File: src/cip_pkg.sv
package cip_pkg;

   // ***************************************************************
   // Register map
   // ***************************************************************
   localparam logic [3:0] CIP_ADDR_STATUS   = 4'h0;  // Detection flags
   localparam logic [3:0] CIP_ADDR_ID_CODE  = 4'h1;  // Resistance code
   localparam logic [3:0] CIP_ADDR_INT      = 4'h2;  // Event flags, clear on read
   localparam logic [3:0] CIP_ADDR_INT_MASK = 4'h3;  // Event masks
   localparam logic [3:0] CIP_ADDR_SW_CTL1  = 4'h4;  // Signal switches
   localparam logic [3:0] CIP_ADDR_SW_CTL2  = 4'h5;  // Audio and power switch
   localparam logic [3:0] CIP_ADDR_TYPE     = 4'h6;  // Supply type and lock-out

   // ***************************************************************
   // Field positions
   // ***************************************************************
   localparam int CIP_INT_EVENT_A  = 0;  // Event_a event
   localparam int CIP_INT_OVP     = 1;  // Over-voltage event
   localparam int CIP_INT_OTP     = 2;  // Over-temperature event
   localparam int CIP_INT_CLEARED = 3;  // Protection cleared event
   localparam int CIP_SW1_USB     = 0;  // USB pair
   localparam int CIP_SW1_UART    = 1;  // UART pair
   localparam int CIP_SW2_SPK     = 0;  // Speaker pair
   localparam int CIP_SW2_MIC     = 1;  // Microphone path
   localparam int CIP_SW2_PWR     = 2;  // Power switch request

   // ***************************************************************
   // Reset values and codes
   // ***************************************************************
   localparam logic [3:0] CIP_MASK_RESET  = 4'h0;
   localparam logic [2:0] CIP_SW_RESET    = 3'h0;
   localparam logic [4:0] CIP_ID_OPEN     = 5'h1f;  // Floating line
   localparam logic [4:0] CIP_ID_CARKIT1  = 5'h17;
   localparam logic [4:0] CIP_ID_CARKIT2  = 5'h1b;
   localparam logic [4:0] CIP_ID_UART1    = 5'h0e;
   localparam logic [4:0] CIP_ID_UART2    = 5'h0f;
   localparam logic [4:0] CIP_ID_USB1     = 5'h10;
   localparam logic [4:0] CIP_ID_USB2     = 5'h11;
   localparam logic [2:0] CIP_OTP_LIMIT   = 3'h7;   // Events before lock-out

   // ***************************************************************
   // Timing
   // ***************************************************************
   localparam int CIP_CLK_MHZ     = 25;
   localparam int CIP_OVP_OFF_NS  = 1000;  // Longest switch-off time
   localparam int CIP_OVP_CYCLES  = (CIP_OVP_OFF_NS * CIP_CLK_MHZ) / 1000;

   // ***************************************************************
   // Supply types
   // ***************************************************************
   typedef enum logic [2:0] {
      CIP_TYPE_NONE    = 3'b000,
      CIP_TYPE_USB     = 3'b001,
      CIP_TYPE_USBCHG  = 3'b010,
      CIP_TYPE_DEDCHG  = 3'b011,
      CIP_TYPE_CARKIT1 = 3'b100,
      CIP_TYPE_CARKIT2 = 3'b101,
      CIP_TYPE_OTHER   = 3'b110
   } cip_type_e;

   // Identification states
   typedef enum logic [1:0] {
      CIP_ST_IDLE  = 2'b00,
      CIP_ST_PROBE = 2'b01,
      CIP_ST_DONE  = 2'b10
   } cip_state_e;

endpackage

File: src/cip_ctrl.sv
module cip_ctrl
   import cip_pkg::*;
(
   input  wire logic       clk_in,                 // 25 MHz clock
   input  wire logic       reset_n_in,             // Async reset
   input  wire logic       bus_power_present_in,   // VBUS comparator
   input  wire logic       data_lines_shorted_in,  // Short probe result
   input  wire logic       charger_port_seen_in,   // Charger probe result
   input  wire logic       probe_done_in,          // Probe finished
   input  wire logic       id_line_open_in,        // ID comparator
   input  wire logic [4:0] id_code_in,             // ID converter code
   input  wire logic       core_power_good_in,     // VDD above threshold
   input  wire logic       host_io_supply_in,      // Host I/O supply
   input  wire logic       overvoltage_in,         // Over-voltage comparator
   input  wire logic       overtemp_in,            // Over-temperature comparator
   input  wire logic [3:0] addr_in,                // Register address
   input  wire logic [7:0] wdata_in,               // Write data
   input  wire logic       wr_in,                  // Write strobe
   input  wire logic       rd_in,                  // Read strobe
   output logic      [7:0] rdata_out,              // Read data
   output logic            probe_start_out,        // Start line probe
   output logic            int_n_out,              // Interrupt, open drain
   output logic            int_oe_out,             // Interrupt enable
   output logic            usb_switch_out,         // USB pair
   output logic            uart_switch_out,        // UART pair
   output logic            speaker_switch_out,     // Speaker paths
   output logic            mic_switch_out,         // Microphone path
   output logic            bus_power_switch_out    // Power switch
);

   // ***************************************************************
   // Pin synchronisers
   // ***************************************************************
   localparam int NS = 9;
   localparam logic [NS-1:0] SYNC_IDLE = 9'h010;  // ID line idles open
   logic [NS-1:0] raw;     // Asynchronous levels
   logic [NS-1:0] meta_r;  // First stage
   logic [NS-1:0] sync_r;  // Second stage
   logic [4:0]    code_meta_r;
   logic [4:0]    code_r;

   assign raw = {bus_power_present_in, data_lines_shorted_in, charger_port_seen_in,
                 probe_done_in, id_line_open_in, core_power_good_in,
                 host_io_supply_in, overvoltage_in, overtemp_in};

   // Two flops for each pin
   always_ff @(posedge clk_in or negedge reset_n_in) begin
      if (!reset_n_in) begin
         meta_r      <= SYNC_IDLE;
         sync_r      <= SYNC_IDLE;
         code_meta_r <= 5'h00;
         code_r      <= 5'h00;
      end else begin
         // Shift pins in
         meta_r      <= raw;
         sync_r      <= meta_r;
         code_meta_r <= id_code_in;
         code_r      <= code_meta_r;
      end
   end

   // Synchronised levels, in pin order
   logic vbus_s;
   logic short_s;
   logic chg_s;
   logic done_s;
   logic open_s;
   logic vdd_s;
   logic vio_s;
   logic ovp_s;
   logic otp_s;
   assign {vbus_s, short_s, chg_s, done_s, open_s, vdd_s, vio_s, ovp_s, otp_s} = sync_r;

   // ***************************************************************
   // Identification machine
   // ***************************************************************
   cip_state_e state_r;        // Current state
   logic [3:0] status_r;       // Latched detection flags
   logic [4:0] id_result_r;    // Latched code
   cip_type_e  type_r;         // Classified supply
   logic       test_uart_r;    // UART test cable seen
   logic       test_usb_r;     // USB test cable seen
   logic       event_a_set;     // Event_a event pulse
   logic       attached;       // Accessory present
   logic       open_d_r;       // Previous ID open level
   logic       vbus_d_r;       // Previous bus power level
   logic       detach;         // Detach pulse
   logic [4:0] eff_code;       // Code seen by the latch

   // Presence and detach
   assign attached = vbus_s | ~open_s;
   assign detach   = (vbus_d_r & ~vbus_s & open_s) | (~open_d_r & open_s & ~vbus_s);
   assign eff_code = open_s ? CIP_ID_OPEN : code_r;

   // Classify latched results
   function automatic cip_type_e classify(input logic v, input logic s,
                                          input logic c, input logic o,
                                          input logic [4:0] k);
      cip_type_e t;
      // Unknown by default
      t = CIP_TYPE_OTHER;
      if (!v) begin
         t = CIP_TYPE_NONE;
      end else if (o && k == CIP_ID_OPEN) begin
         if (!s && !c) t = CIP_TYPE_USB;
         else if (!s && c) t = CIP_TYPE_USBCHG;
         else if (s && !c) t = CIP_TYPE_DEDCHG;
      end else if (!o && s && !c) begin
         if (k == CIP_ID_CARKIT1) t = CIP_TYPE_CARKIT1;
         else if (k == CIP_ID_CARKIT2) t = CIP_TYPE_CARKIT2;
      end
      return t;
   endfunction

   // Edge history for detach
   always_ff @(posedge clk_in or negedge reset_n_in) begin
      if (!reset_n_in) begin
         open_d_r <= 1'b1;
         vbus_d_r <= 1'b0;
      end else begin
         open_d_r <= open_s;
         vbus_d_r <= vbus_s;
      end
   end

   // State sequencing
   always_ff @(posedge clk_in or negedge reset_n_in) begin
      if (!reset_n_in) begin
         state_r <= CIP_ST_IDLE;
      end else if (!vdd_s) begin
         state_r <= CIP_ST_IDLE;
      end else begin
         unique case (state_r)
            CIP_ST_IDLE: begin
               // Wait for accessory
               if (attached) state_r <= CIP_ST_PROBE;
            end
            CIP_ST_PROBE: begin
               // Until result or detach
               if (!attached) state_r <= CIP_ST_IDLE;
               else if (done_s || !vbus_s) state_r <= CIP_ST_DONE;
            end
            CIP_ST_DONE: begin
               // Hold until detach
               if (!attached) state_r <= CIP_ST_IDLE;
            end
         endcase
      end
   end

   // Probe handshake
   assign probe_start_out = (state_r == CIP_ST_PROBE) & vbus_s;
   assign event_a_set      = (state_r == CIP_ST_PROBE) & vdd_s & attached & (done_s | ~vbus_s);

   // Latch results on completion
   always_ff @(posedge clk_in or negedge reset_n_in) begin
      if (!reset_n_in) begin
         status_r    <= 4'h0;
         id_result_r <= CIP_ID_OPEN;
         type_r      <= CIP_TYPE_NONE;
         test_uart_r <= 1'b0;
         test_usb_r  <= 1'b0;
      end else if (detach) begin
         // Forget accessory
         type_r      <= CIP_TYPE_NONE;
         test_uart_r <= 1'b0;
         test_usb_r  <= 1'b0;
      end else if (event_a_set) begin
         // Capture results
         status_r    <= {vbus_s, vbus_s & short_s, vbus_s & chg_s, open_s};
         id_result_r <= eff_code;
         type_r      <= classify(vbus_s, short_s, chg_s, open_s, eff_code);
         test_uart_r <= (eff_code == CIP_ID_UART1) | (eff_code == CIP_ID_UART2);
         test_usb_r  <= (eff_code == CIP_ID_USB1) | (eff_code == CIP_ID_USB2);
      end
   end

   // ***************************************************************
   // Power switch protection
   // ***************************************************************
   logic       ovp_trip;      // Over-voltage present
   logic       otp_off_r;     // Thermal shutdown active
   logic [2:0] otp_count_r;   // Thermal events this attachment
   logic       locked;        // Lock-out until detach
   logic       ovp_d_r;       // Previous over-voltage level
   logic       otp_rise;      // Thermal event pulse
   logic       otp_fall;      // Cooling pulse

   // Protection conditions
   assign ovp_trip = ovp_s;   // Off within two cycles
   assign otp_rise = otp_s & ~otp_off_r;
   assign otp_fall = ~otp_s & otp_off_r;
   assign locked   = (otp_count_r == CIP_OTP_LIMIT);

   // Thermal shutdown state
   always_ff @(posedge clk_in or negedge reset_n_in) begin
      if (!reset_n_in) begin
         otp_off_r <= 1'b0;
         ovp_d_r   <= 1'b0;
      end else begin
         otp_off_r <= otp_s;
         ovp_d_r   <= ovp_s;
      end
   end

   // Thermal event counter
   always_ff @(posedge clk_in or negedge reset_n_in) begin
      if (!reset_n_in) begin
         otp_count_r <= 3'h0;
      end else if (detach) begin
         otp_count_r <= 3'h0;
      end else if (otp_rise && !locked) begin
         // Count to lock-out
         otp_count_r <= otp_count_r + 3'h1;
      end
   end

   // ***************************************************************
   // Register file
   // ***************************************************************
   logic [3:0] int_r;       // Event flags
   logic [3:0] mask_r;      // Event masks
   logic [1:0] sw1_r;       // Switch control 1
   logic [2:0] sw2_r;       // Switch control 2
   logic [3:0] int_set;     // Event pulses
   logic       bus_ok;      // Host side powered
   logic       rd_int;      // Flag register read

   // Access gating
   assign bus_ok  = vio_s;
   assign rd_int  = rd_in & bus_ok & (addr_in == CIP_ADDR_INT);
   assign int_set = {ovp_d_r & ~ovp_s | (otp_fall & ~locked),
                     otp_rise,
                     ovp_s & ~ovp_d_r,
                     event_a_set};

   // Sticky flags, set wins over read-clear
   always_ff @(posedge clk_in or negedge reset_n_in) begin
      if (!reset_n_in) begin
         int_r <= 4'h0;
      end else begin
         int_r <= (rd_int ? 4'h0 : int_r) | int_set;
      end
   end

   // Writable control registers
   always_ff @(posedge clk_in or negedge reset_n_in) begin
      if (!reset_n_in) begin
         mask_r <= CIP_MASK_RESET;
         sw1_r  <= CIP_SW_RESET[1:0];
         sw2_r  <= CIP_SW_RESET;
      end else if (event_a_set || detach) begin
         // Open all switches
         sw1_r <= CIP_SW_RESET[1:0];
         sw2_r <= CIP_SW_RESET;
      end else if (wr_in && bus_ok) begin
         unique case (addr_in)
            CIP_ADDR_INT_MASK: mask_r <= wdata_in[3:0];
            CIP_ADDR_SW_CTL1:  sw1_r  <= wdata_in[1:0];
            CIP_ADDR_SW_CTL2:  sw2_r  <= wdata_in[2:0];
            default: ;
         endcase
      end
   end

   // Read data one cycle after strobe
   always_ff @(posedge clk_in or negedge reset_n_in) begin
      if (!reset_n_in) begin
         rdata_out <= 8'h00;
      end else if (rd_in && bus_ok) begin
         unique case (addr_in)
            CIP_ADDR_STATUS:   rdata_out <= {4'h0, status_r[3:1], open_s};
            CIP_ADDR_ID_CODE:  rdata_out <= {3'h0, id_result_r};
            CIP_ADDR_INT:      rdata_out <= {4'h0, int_r};
            CIP_ADDR_INT_MASK: rdata_out <= {4'h0, mask_r};
            CIP_ADDR_SW_CTL1:  rdata_out <= {6'h00, sw1_r};
            CIP_ADDR_SW_CTL2:  rdata_out <= {5'h00, sw2_r};
            CIP_ADDR_TYPE:     rdata_out <= {locked, otp_count_r, 1'b0, type_r};
            default:           rdata_out <= 8'h00;
         endcase
      end else begin
         rdata_out <= 8'h00;
      end
   end

   // ***************************************************************
   // Interrupt pin
   // ***************************************************************
   logic irq_r;  // Pin drive state

   // Registered enable
   always_ff @(posedge clk_in or negedge reset_n_in) begin
      if (!reset_n_in) begin
         irq_r <= 1'b0;
      end else begin
         irq_r <= vio_s & (|(int_r & ~mask_r));
      end
   end
   // Open drain pin
   assign int_n_out  = 1'b0;
   assign int_oe_out = irq_r;

   // ***************************************************************
   // Switch outputs
   // ***************************************************************
   logic test_cable;  // Test cable owns the switches
   // Either cable
   assign test_cable = test_uart_r | test_usb_r;

   // Signal paths
   always_ff @(posedge clk_in or negedge reset_n_in) begin
      if (!reset_n_in) begin
         usb_switch_out     <= 1'b0;
         uart_switch_out    <= 1'b0;
         speaker_switch_out <= 1'b0;
         mic_switch_out     <= 1'b0;
      end else if (test_cable) begin
         // Cable owns paths
         usb_switch_out     <= test_usb_r;
         uart_switch_out    <= test_uart_r;
         speaker_switch_out <= 1'b0;
         mic_switch_out     <= 1'b0;
      end else begin
         usb_switch_out     <= sw1_r[CIP_SW1_USB];
         uart_switch_out    <= sw1_r[CIP_SW1_UART];
         speaker_switch_out <= sw2_r[CIP_SW2_SPK];
         mic_switch_out     <= sw2_r[CIP_SW2_MIC];
      end
   end

   // Power switch, protection overrides all
   always_comb begin
      if (ovp_trip || otp_s || otp_off_r || locked) begin
         bus_power_switch_out = 1'b0;
      end else if (!vdd_s) begin
         // Bus power mode
         bus_power_switch_out = vbus_s;
      end else if (test_uart_r) begin
         bus_power_switch_out = 1'b0;
      end else if (test_usb_r) begin
         bus_power_switch_out = vbus_s;
      end else if (type_r != CIP_TYPE_NONE && type_r != CIP_TYPE_OTHER) begin
         bus_power_switch_out = vbus_s;
      end else begin
         bus_power_switch_out = vbus_s & sw2_r[CIP_SW2_PWR];
      end
   end

endmodule

File: config.mk
export PLATFORM = sky130hd
export DESIGN_NAME = cip_ctrl
export DESIGN_NICKNAME = d
export VERILOG_FILES = /design/src/cip_pkg.sv /design/src/cip_ctrl.sv
export SDC_FILE = /design/constraint.sdc
export NUM_CORES = 1
export LEC_CHECK = 0
export BUFFER_PORTS_ARGS = -buffer_cell sky130_fd_sc_hd__clkbuf_2
export CORE_ASPECT_RATIO = 0.5
export CORE_UTILIZATION = 30
export CTS_BUF_LIST = sky130_fd_sc_hd__clkbuf_16
export DETAILED_ROUTE_END_ITERATION = 8
export GPL_ROUTABILITY_DRIVEN = 0
export PLACE_DENSITY = 0.48
export SYNTH_ARGS = -nofsm -noshare
export SYNTH_HDL_FRONTEND = slang
export SYNTH_SLANG_ARGS = --single-unit
File: constraint.sdc
create_clock -name clk_in -period 2 [get_ports clk_in]
set_input_delay 0.2 -clock clk_in [delete_from_list [all_inputs] [get_ports clk_in]]
set_output_delay 0.2 -clock clk_in [all_outputs]
set_load 0.01 [all_outputs]
* Word-level counts from Yosys, hierarchy flattened
Cells that the tools add are included.
Widths: inputs -> output; s select.
** Cells by class
- Div/mod/pow operators :: 0
- Multiplexer cells :: 41
- Add/subtract/negate cells :: 1
- Multipliers :: 0
- Reductions and logical operators :: 34
- Shift operators :: 0
- Bitwise logic cells :: 39
- Equal/unequal tests :: 20
- $lt $le $gt $ge :: 0
** Operators with widths (count)
- $pmux 8 s7 :: 1
- $mux 3 :: 12
- $eq 5x5->1 const B :: 5
- $mux 2 :: 11
- $and 1x1->1 :: 19
- $mux 1 :: 13
- $eq 4x3->1 const B :: 3
- $eq 5x4->1 const B :: 2
- $logic_and 1x1->1 :: 10
- $not 1->1 :: 10
- $reduce_bool 2->1 :: 5
- $ne 3x3->1 const B :: 3
- $eq 4x2->1 const B :: 2
- $mux 8 :: 1
- $or 1x1->1 :: 7
- $pmux 2 s3 :: 1
- $reduce_and 2->1 :: 3
- $reduce_and 3->1 :: 2
- $logic_not 1->1 :: 5
- $logic_or 1x1->1 :: 5
- $mux 5 :: 1
- $and 4x4->4 :: 1
- $eq 4x1->1 const B :: 1
- $logic_not 4->1 :: 1
- other kinds (11) :: 11
** Word-level totals
- Logic and storage cells :: 160
- Bits of input ports :: 30
- Bits in read-only memories :: 0
- Bits in registers :: 77
- Bits in latches :: 0
- Memories :: 0
- RAM bits :: 0

* Longest topological paths before layout
Gate-level depths: netlist of the first run.
- Depth after elaboration :: 9
- Depth in mapped cells :: 7
- Mapped depth without buffers :: 6

* Worst setup path after synthesis of the first run
No wires, ideal clock.
- Path kind :: reg-to-reg
- Start point :: register otp_count_r[0]
- End point :: register otp_count_r[1]
- Arrival time :: 1480 ps
- Library setup time :: 129 ps
- Cell stages (with the launch flop) :: 6
- Clock period less this slack :: 1609 ps
- Slack :: 391 ps
- Path through :: dfrtp_1 ha_1 ha_1 nor3b_1 mux2i_1 nor2_1
** On the way
- Cells in the longest elaborated chain, start to end :: 4
** RTL lines
- start: declaration :: line cip_ctrl.sv:183 : logic [2:0] otp_count_r;
- start signal: assignment :: line cip_ctrl.sv:214 : otp_count_r <= otp_count_r + 3'h1;
- parallel branches: the longest is 4 deep, another holds $add 3x1->3
Parallel ways; which one is timed is not known. The select of a mux whose other input is x is not followed.
A chain may end at the register's enable or synchronous reset.

* Worst setup path after layout of the first run
- Start point :: register otp_count_r[0]
- End point :: output port bus_power_switch_out
** On the way
- Cells in the longest elaborated chain, start to end :: 3
** RTL lines
- $eq 3x3->1 :: line cip_ctrl.sv:193 : assign locked = (otp_count_r == CIP_OTP_LIMIT);
- $logic_or 1x1->1 :: line cip_ctrl.sv:333 : if (ovp_trip || otp_s || otp_off_r || locked) begin
- $mux 1 :: line cip_ctrl.sv:333
- end: declaration :: line cip_ctrl.sv:28 : output logic bus_power_switch_out
No other way between the ends.

==> flow_metrics.py, run 1 <==
metrics = {
    "timing": {
        "fmax_ghz": 0.525,
        "fin_skew_ns": 0.00600,
        "slew_violations": 0,
        "fin_tns_setup_ns": 0,
        "hold_violations": 0,
        "finalSetupViolCount": 0,
        "finalCriticalPeriod_ns": 1.90,
        "min_period_over_period": 0.952,
        "setup_slack_ns": 0.0954,
    },
    "final_layout": {
        "nets": 352,
        "synthToLayoutAreaGrowth_pct": 27.1,
        "antennaDiodeCount": 0,
        "drive_gt1_frac": 0.252,
    },
    "min_path": {
        "hold_end": "mask_r[3]",
        "hold_path_depth": 2,
        "hold_path_class": "in2reg",
        "hp-start": "wdata_in[3]",
    },
    "pwr": {
        "p_per_area_nw_per_um2": 1030,
        "irDropWorstVdd_mv": 0.441,
        "p_leak_uw": 0.00189,
    },
    "worst_setup_path": {
        "startpoint": "otp_count_r[0]",
        "endpoint_kind": "output pin",
        "critical_path_depth": 5,
        "crit_family": "adder cells",
        "cp_data_arrival_time_ns": 1.70,
        "cp_slowest_stage_delay_ns": 0.40,
        "path_class": "reg2out",
        "rrSetupSlack_ns": 0.34,
        "cp_max_fo": 4,
        "r2r_cells": 6,
        "cp_common_cell": "ha_1",
        "worstPathCellList": "ha_1 > ha_1 > nor4_2 > and3_1 > clkbuf_2",
        "cp_slowest_cell": "dfrtp_1",
        "start_kind": "flop",
        "reg2reg_from": "state_r[1]",
        "crit_buf_inv": 1,
        "rr_endpoint": "test_usb_r",
        "crit_required_ns": 1.80,
    },
    "run_status": {
        "status": "completed",
    },
    "die": {
        "initial_core_util": 0.318,
        "core-area_um2": 9700,
        "die_width_um": 145,
        "dieArea_um2": 10700,
        "die_h_um": 73.7,
        "ios": 46,
        "rows": 25,
    },
    "global_route": {
        "grt_max_degree": 36,
        "grt_pass1_wl_mm": 11.2,
        "grt_antenna_before_repair": 0,
        "gr-usage-all-layers": 0.143,
        "grt_pass1_vias": 2137,
        "grt_remaining_overflow": 0,
    },
    "yosys": {
        "synth_top_family_by_area": "simple AND/OR/NAND/NOR gates",
        "syn-mean-instance-area_um2": 12.3,
        "yosysWarnings": 0,
        "syn-num-nets": 286,
        "synth_edf_count": 0,
        "synth_compound_area_frac": 0.0861,
        "synth-adder-area-share": 0.0203,
        "ys.flop_type": "dfrtp_1",
        "synthMuxAreaShare": 0.0699,
        "synth.largest_area_cell": "dfrtp_1",
        "syn_inst": 251,
        "synth_simple_gate_area_frac": 0.161,
        "ys_ff_latch": 76,
        "ys_types": 52,
        "synth_seq_area_share": 0.621,
        "synth.top_cell.area_share": 0.552,
        "synth_area_um2": 3080,
        "synthTopCellsByArea": "dfrtp_1, dfstp_2, mux2i_1, nand2_1, nor2_1",
        "synth-xor-area-share": 0.00853,
        "synthArstFlopShare": 1.00,
    },
    "cts": {
        "cts_max_level": 3,
        "path_clk_slew_ns": 0.05,
        "cts_tree": "yes",
        "numCtsBuffers": 9,
        "clock_sinks": 76,
        "clockBufferDepth": 2,
        "post_cts_buffers": 0,
        "worstSkewPairLatency_ns": 0.34,
        "clockRootBuffer": "clkbuf_16",
    },
    "placement": {
        "hpwl_mm": 5.07,
        "portBuffers": 40,
        "place_ws_ns": 0.339,
    },
    "route": {
        "drt_iter0_drc": 122,
        "route.antenna.remaining_nets": 0,
        "drt-total-wl_mm": 6.79,
        "drc": 0,
        "dr_total_vias": 2114,
        "dr.pass1.iters": 4,
        "viasPerCell": 4.63,
        "wl_per_cell_um": 14.9,
    },
    "flow_run": {
        "cap_viol_max_count": 0,
    },
}
==> logic make-up (layout without fill, tap and decap cells) <==
family	Yosys count	in the layout
xor+xnor	3	3
flops	76	76
buf+inv	21	92
compound gates	40	40
simple gates	88	88
mux	17	17
other cells	1	1
fa+ha+maj	5	5
==> metal layers <==
metal | wire length (µm) | vias up | global-route usage
met1 | 3320 | 1036 | 0.191
met3 | 487 | 7 | 0.0671
met2 | 2900 | 63 | 0.207
met4 | 81 | 0 | 0.0421
met5 | 0 | - | 0
li1 | - | 1008 | -
==> Yosys cell counts, types with 3 or more instances <==
cell and instances:
nand2_1 20, o22ai_1 3, a21oi_1 4, and2_1 4
buf_2 3, nand3_1 10, nor3_1 3, dfstp_2 8
mux2_4 4, dfrtp_1 68, nor2b_1 3, inv_1 12
nor2_1 19, nand2b_1 4, o21ai_0 14, mux2i_1 11
nor4_1 3, ha_1 5, nor3b_1 5, nand3b_1 4
==> through the flow <==
step	area, µm²	power, µW	instances	util	hold WS [ns]
after global routing	3910	4290	457	0.404	0.111
after CTS	3910	4110	457	0.403	0.106
after floorplan	3080	2290	251	-	-0.0956
after detailed placement	3480	2530	426	0.359	0.0977
after global placement	3480	2490	426	0.359	0.0896
final	3910	4040	457	0.404	0.120
==> how the worst max path moves through the flow <==
stage	to	slack [ns]
final	bus_power_switch_out	0.1
after global routing	bus_power_switch_out	-0.006
after CTS	bus_power_switch_out	0.05
after detailed placement	test_usb_r	0.34
after global placement	otp_count_r[1]	0.41
after floorplan	otp_count_r[1]	0.39
==> final cells by class <==
cell class / count / area [µm²]
Sequential cell: 76 / 1910
Clock buffer: 9 / 225
Timing Repair Buffer: 64 / 433
Inverter: 12 / 45.0
Clock inverter: 7 / 53.8
Tap cell: 135 / 169
Multi-Input combinational cell: 154 / 1080
Fill cell: 953 / 5780
==> worst reg2reg max path, stage by stage, from the launching register on <==
cell	delay, ns
dfrtp_1	0.39
inv_1	0.11
ha_1	0.26
nand2_1	0.09
and3b_1	0.40
nor3_1	0.09
a41o_1	0.20
==> repair_timing <==
action | CTS | global route
hold buffers | 15 | 0
gates resized for setup | 0 | 1
endpoints found under the setup margin | 0 | 1
endpoints found under the hold margin | 31 | 0
==> where the power goes <==
part,internal (µW),switching (µW),total [µW]
Clock,940,576,1520
Combinational,278,303,580
Sequential,1780,165,1940
==> sequential cells by signal (all words and copies together), names as in the netlist, 4 cells and up <==
signal       flops
code_meta_r      5
code_r           5
id_result_r      5
int_r            4
mask_r           4
meta_r           9
rdata_out        8
sync_r           9
==> layout by cell type (no fill, tap or decap), types with 3 or more instances in the layout <==
cell and n:
and2_1 4, dfstp_2 8, mux2i_1 11, nor2b_1 3, a21oi_1 4, nor2_1 19
nand2b_1 4, nand3b_1 4, dfrtp_1 68, inv_1 15, o21ai_0 14, ha_1 5
nand3_1 10, clkbuf_2 39, buf_4 9, mux2_4 4, o22ai_1 3, nor3b_1 5
nand2_1 20, clkbuf_16 9, dlygate4sd3_1 15, nor3_1 3
Note: power is estimated with default switching activity, not from simulation.
==> run 2, diff against run 1 <==
--- a/config.mk
+++ b/config.mk
@@ -11,6 +11,7 @@
 export CTS_BUF_LIST = sky130_fd_sc_hd__clkbuf_16
 export DETAILED_ROUTE_END_ITERATION = 8
 export GPL_ROUTABILITY_DRIVEN = 0
+export MAX_ROUTING_LAYER = met4
 export PLACE_DENSITY = 0.48
 export SYNTH_ARGS = -nofsm -noshare
 export SYNTH_HDL_FRONTEND = slang
==> run 2 against run 1 <==
Count of clock-buffer cells in the layout unchanged. Wire length rose by 0.21%. Utilization unchanged. Register-to-register slack is essentially flat. Maximum frequency fell by 0.20%. Final cell count is the same. Setup slack worse by 0.0038 ns. Hold slack got worse by 0.0020 ns. Critical path type unchanged. Critical endpoint unchanged.
==> flow_metrics.py, run 2 (synthesized netlist as in run 1, its figures left out) <==
metrics = {
    "run_status": {
        "status": "completed",
    },
    "global_route": {
        "gr-usage-all-layers": 0.148,
        "grt_antenna_before_repair": 0,
        "grt_remaining_overflow": 0,
        "grt_pass1_wl_mm": 11.2,
        "grt_max_degree": 36,
        "grt_pass1_vias": 2143,
    },
    "cts": {
        "cts_max_level": 3,
        "clockRootBuffer": "clkbuf_16",
        "cts_tree": "yes",
        "clock_sinks": 76,
        "worstSkewPairLatency_ns": 0.34,
        "numCtsBuffers": 9,
        "path_clk_slew_ns": 0.05,
        "clockBufferDepth": 2,
    },
    "final_layout": {
        "largestRegisters": "meta_r: 9 flops, sync_r: 9 flops, rdata_out: 8 flops",
        "final_area_um2": 3910,
        "antennaDiodeCount": 0,
        "nets": 352,
        "final_core_util": 0.404,
        "synthToLayoutAreaGrowth_pct": 27.1,
        "fill_cells": 953,
        "drive_gt1_frac": 0.252,
        "most-common-layout-cells": "dfrtp_1, clkbuf_2, nand2_1",
        "layout_commonest_cell": "dfrtp_1",
    },
    "die": {
        "initial_core_util": 0.318,
        "ios": 46,
        "rows": 25,
        "core-area_um2": 9700,
        "die_width_um": 145,
        "die_h_um": 73.7,
        "dieArea_um2": 10700,
    },
    "worst_setup_path": {
        "path_class": "reg2out",
        "rr_endpoint": "test_usb_r",
        "r2r_cells": 6,
        "rrSetupSlack_ns": 0.34,
        "cp_max_fo": 4,
        "start_kind": "flop",
        "crit_required_ns": 1.80,
        "cp_data_arrival_time_ns": 1.71,
        "endpoint_kind": "output pin",
        "reg2reg_from": "state_r[1]",
    },
    "timing": {
        "fin_skew_ns": 0.00659,
        "holdWs_ns": 0.118,
        "setup_slack_ns": 0.0916,
        "min_period_over_period": 0.954,
        "finalSetupViolCount": 0,
        "slew_violations": 0,
        "fin_tns_setup_ns": 0,
        "finalCriticalPeriod_ns": 1.91,
        "fmax_ghz": 0.524,
        "hold_violations": 0,
    },
    "min_path": {
        "hold_path_class": "in2reg",
        "hold_path_depth": 2,
        "hold_end": "mask_r[3]",
        "hp-start": "wdata_in[3]",
    },
    "route": {
        "dr.pass1.iters": 4,
        "dr_total_vias": 2133,
        "drc": 0,
        "drt-total-wl_mm": 6.81,
        "wl_per_cell_um": 14.9,
        "route.antenna.remaining_nets": 0,
        "viasPerCell": 4.67,
        "drt_iter0_drc": 121,
    },
    "placement": {
        "place_ws_ns": 0.339,
        "hpwl_mm": 5.07,
        "portBuffers": 40,
        "post_dp_cell_area_um2": 3480,
    },
    "pwr": {
        "irDropWorstVdd_mv": 0.443,
        "p_per_area_nw_per_um2": 1030,
        "p_leak_uw": 0.00189,
    },
    "flow_run": {
        "cap_viol_max_count": 0,
    },
}
[run 2: cell counts in the layout (fill, tap and decap cells not counted)]
Identical to the previous run, type by type.
[run 2: report_power, final]
group / internal [µW] / switching, µW / leakage (µW) / total [µW]
Sequential: 1780 / 165 / 0.000932 / 1940
Clock: 940 / 579 / 0.000148 / 1520
Combinational: 278 / 304 / 0.000807 / 582
[run 2: cell type report]
cell class | instances | area, µm² | share of cell area
inverter | 12 | 45.0 | 0.0115
clock inverter | 7 | 53.8 | 0.0137
sequential | 76 | 1910 | 0.488
tap | 135 | 169 | 0.0432
clock buffer | 9 | 225 | 0.0575
multi-input combinational | 154 | 1080 | 0.275
timing repair buffer | 64 | 433 | 0.111
[run 2: worst max-delay path by stage]
stage,start,to,slack [ns],depth (start not counted)
5_1_grt,otp_count_r[0],bus_power_switch_out,-0.006,5
3_5_place_dp,state_r[1],test_usb_r,0.34,6
2_1_floorplan,otp_count_r[0],otp_count_r[1],0.39,5
6_report,otp_count_r[0],bus_power_switch_out,0.09,5
3_3_place_gp,otp_count_r[0],otp_count_r[1],0.41,6
4_1_cts,otp_count_r[0],bus_power_switch_out,0.05,5
[run 2: worst max-delay path, cell delays in order, from the launching register on]
cell,delay (ns)
dfrtp_1,0.40
ha_1,0.22
ha_1,0.25
nor4_2,0.19
and3_1,0.19
clkbuf_2,0.13
[run 2: repair_timing]
action,CTS,global route
resized for setup,0,1
endpoints found under the setup margin,0,1
hold buffers,15,0
hold endpoints to repair,31,0
setup buffers,0,0
[run 2: layer usage]
layer	track usage	part of all wire
met2	0.208	0.42
met4	0.0421	0.012
met5	-	0
met1	0.191	0.49
met3	0.0658	0.076
[run 2: per-stage QoR]
stage,power [µW],instances
final,4040,457
after global routing,4290,457
after CTS,4110,457
after detailed placement,2530,426
after global placement,2490,426
after floorplan,2290,251
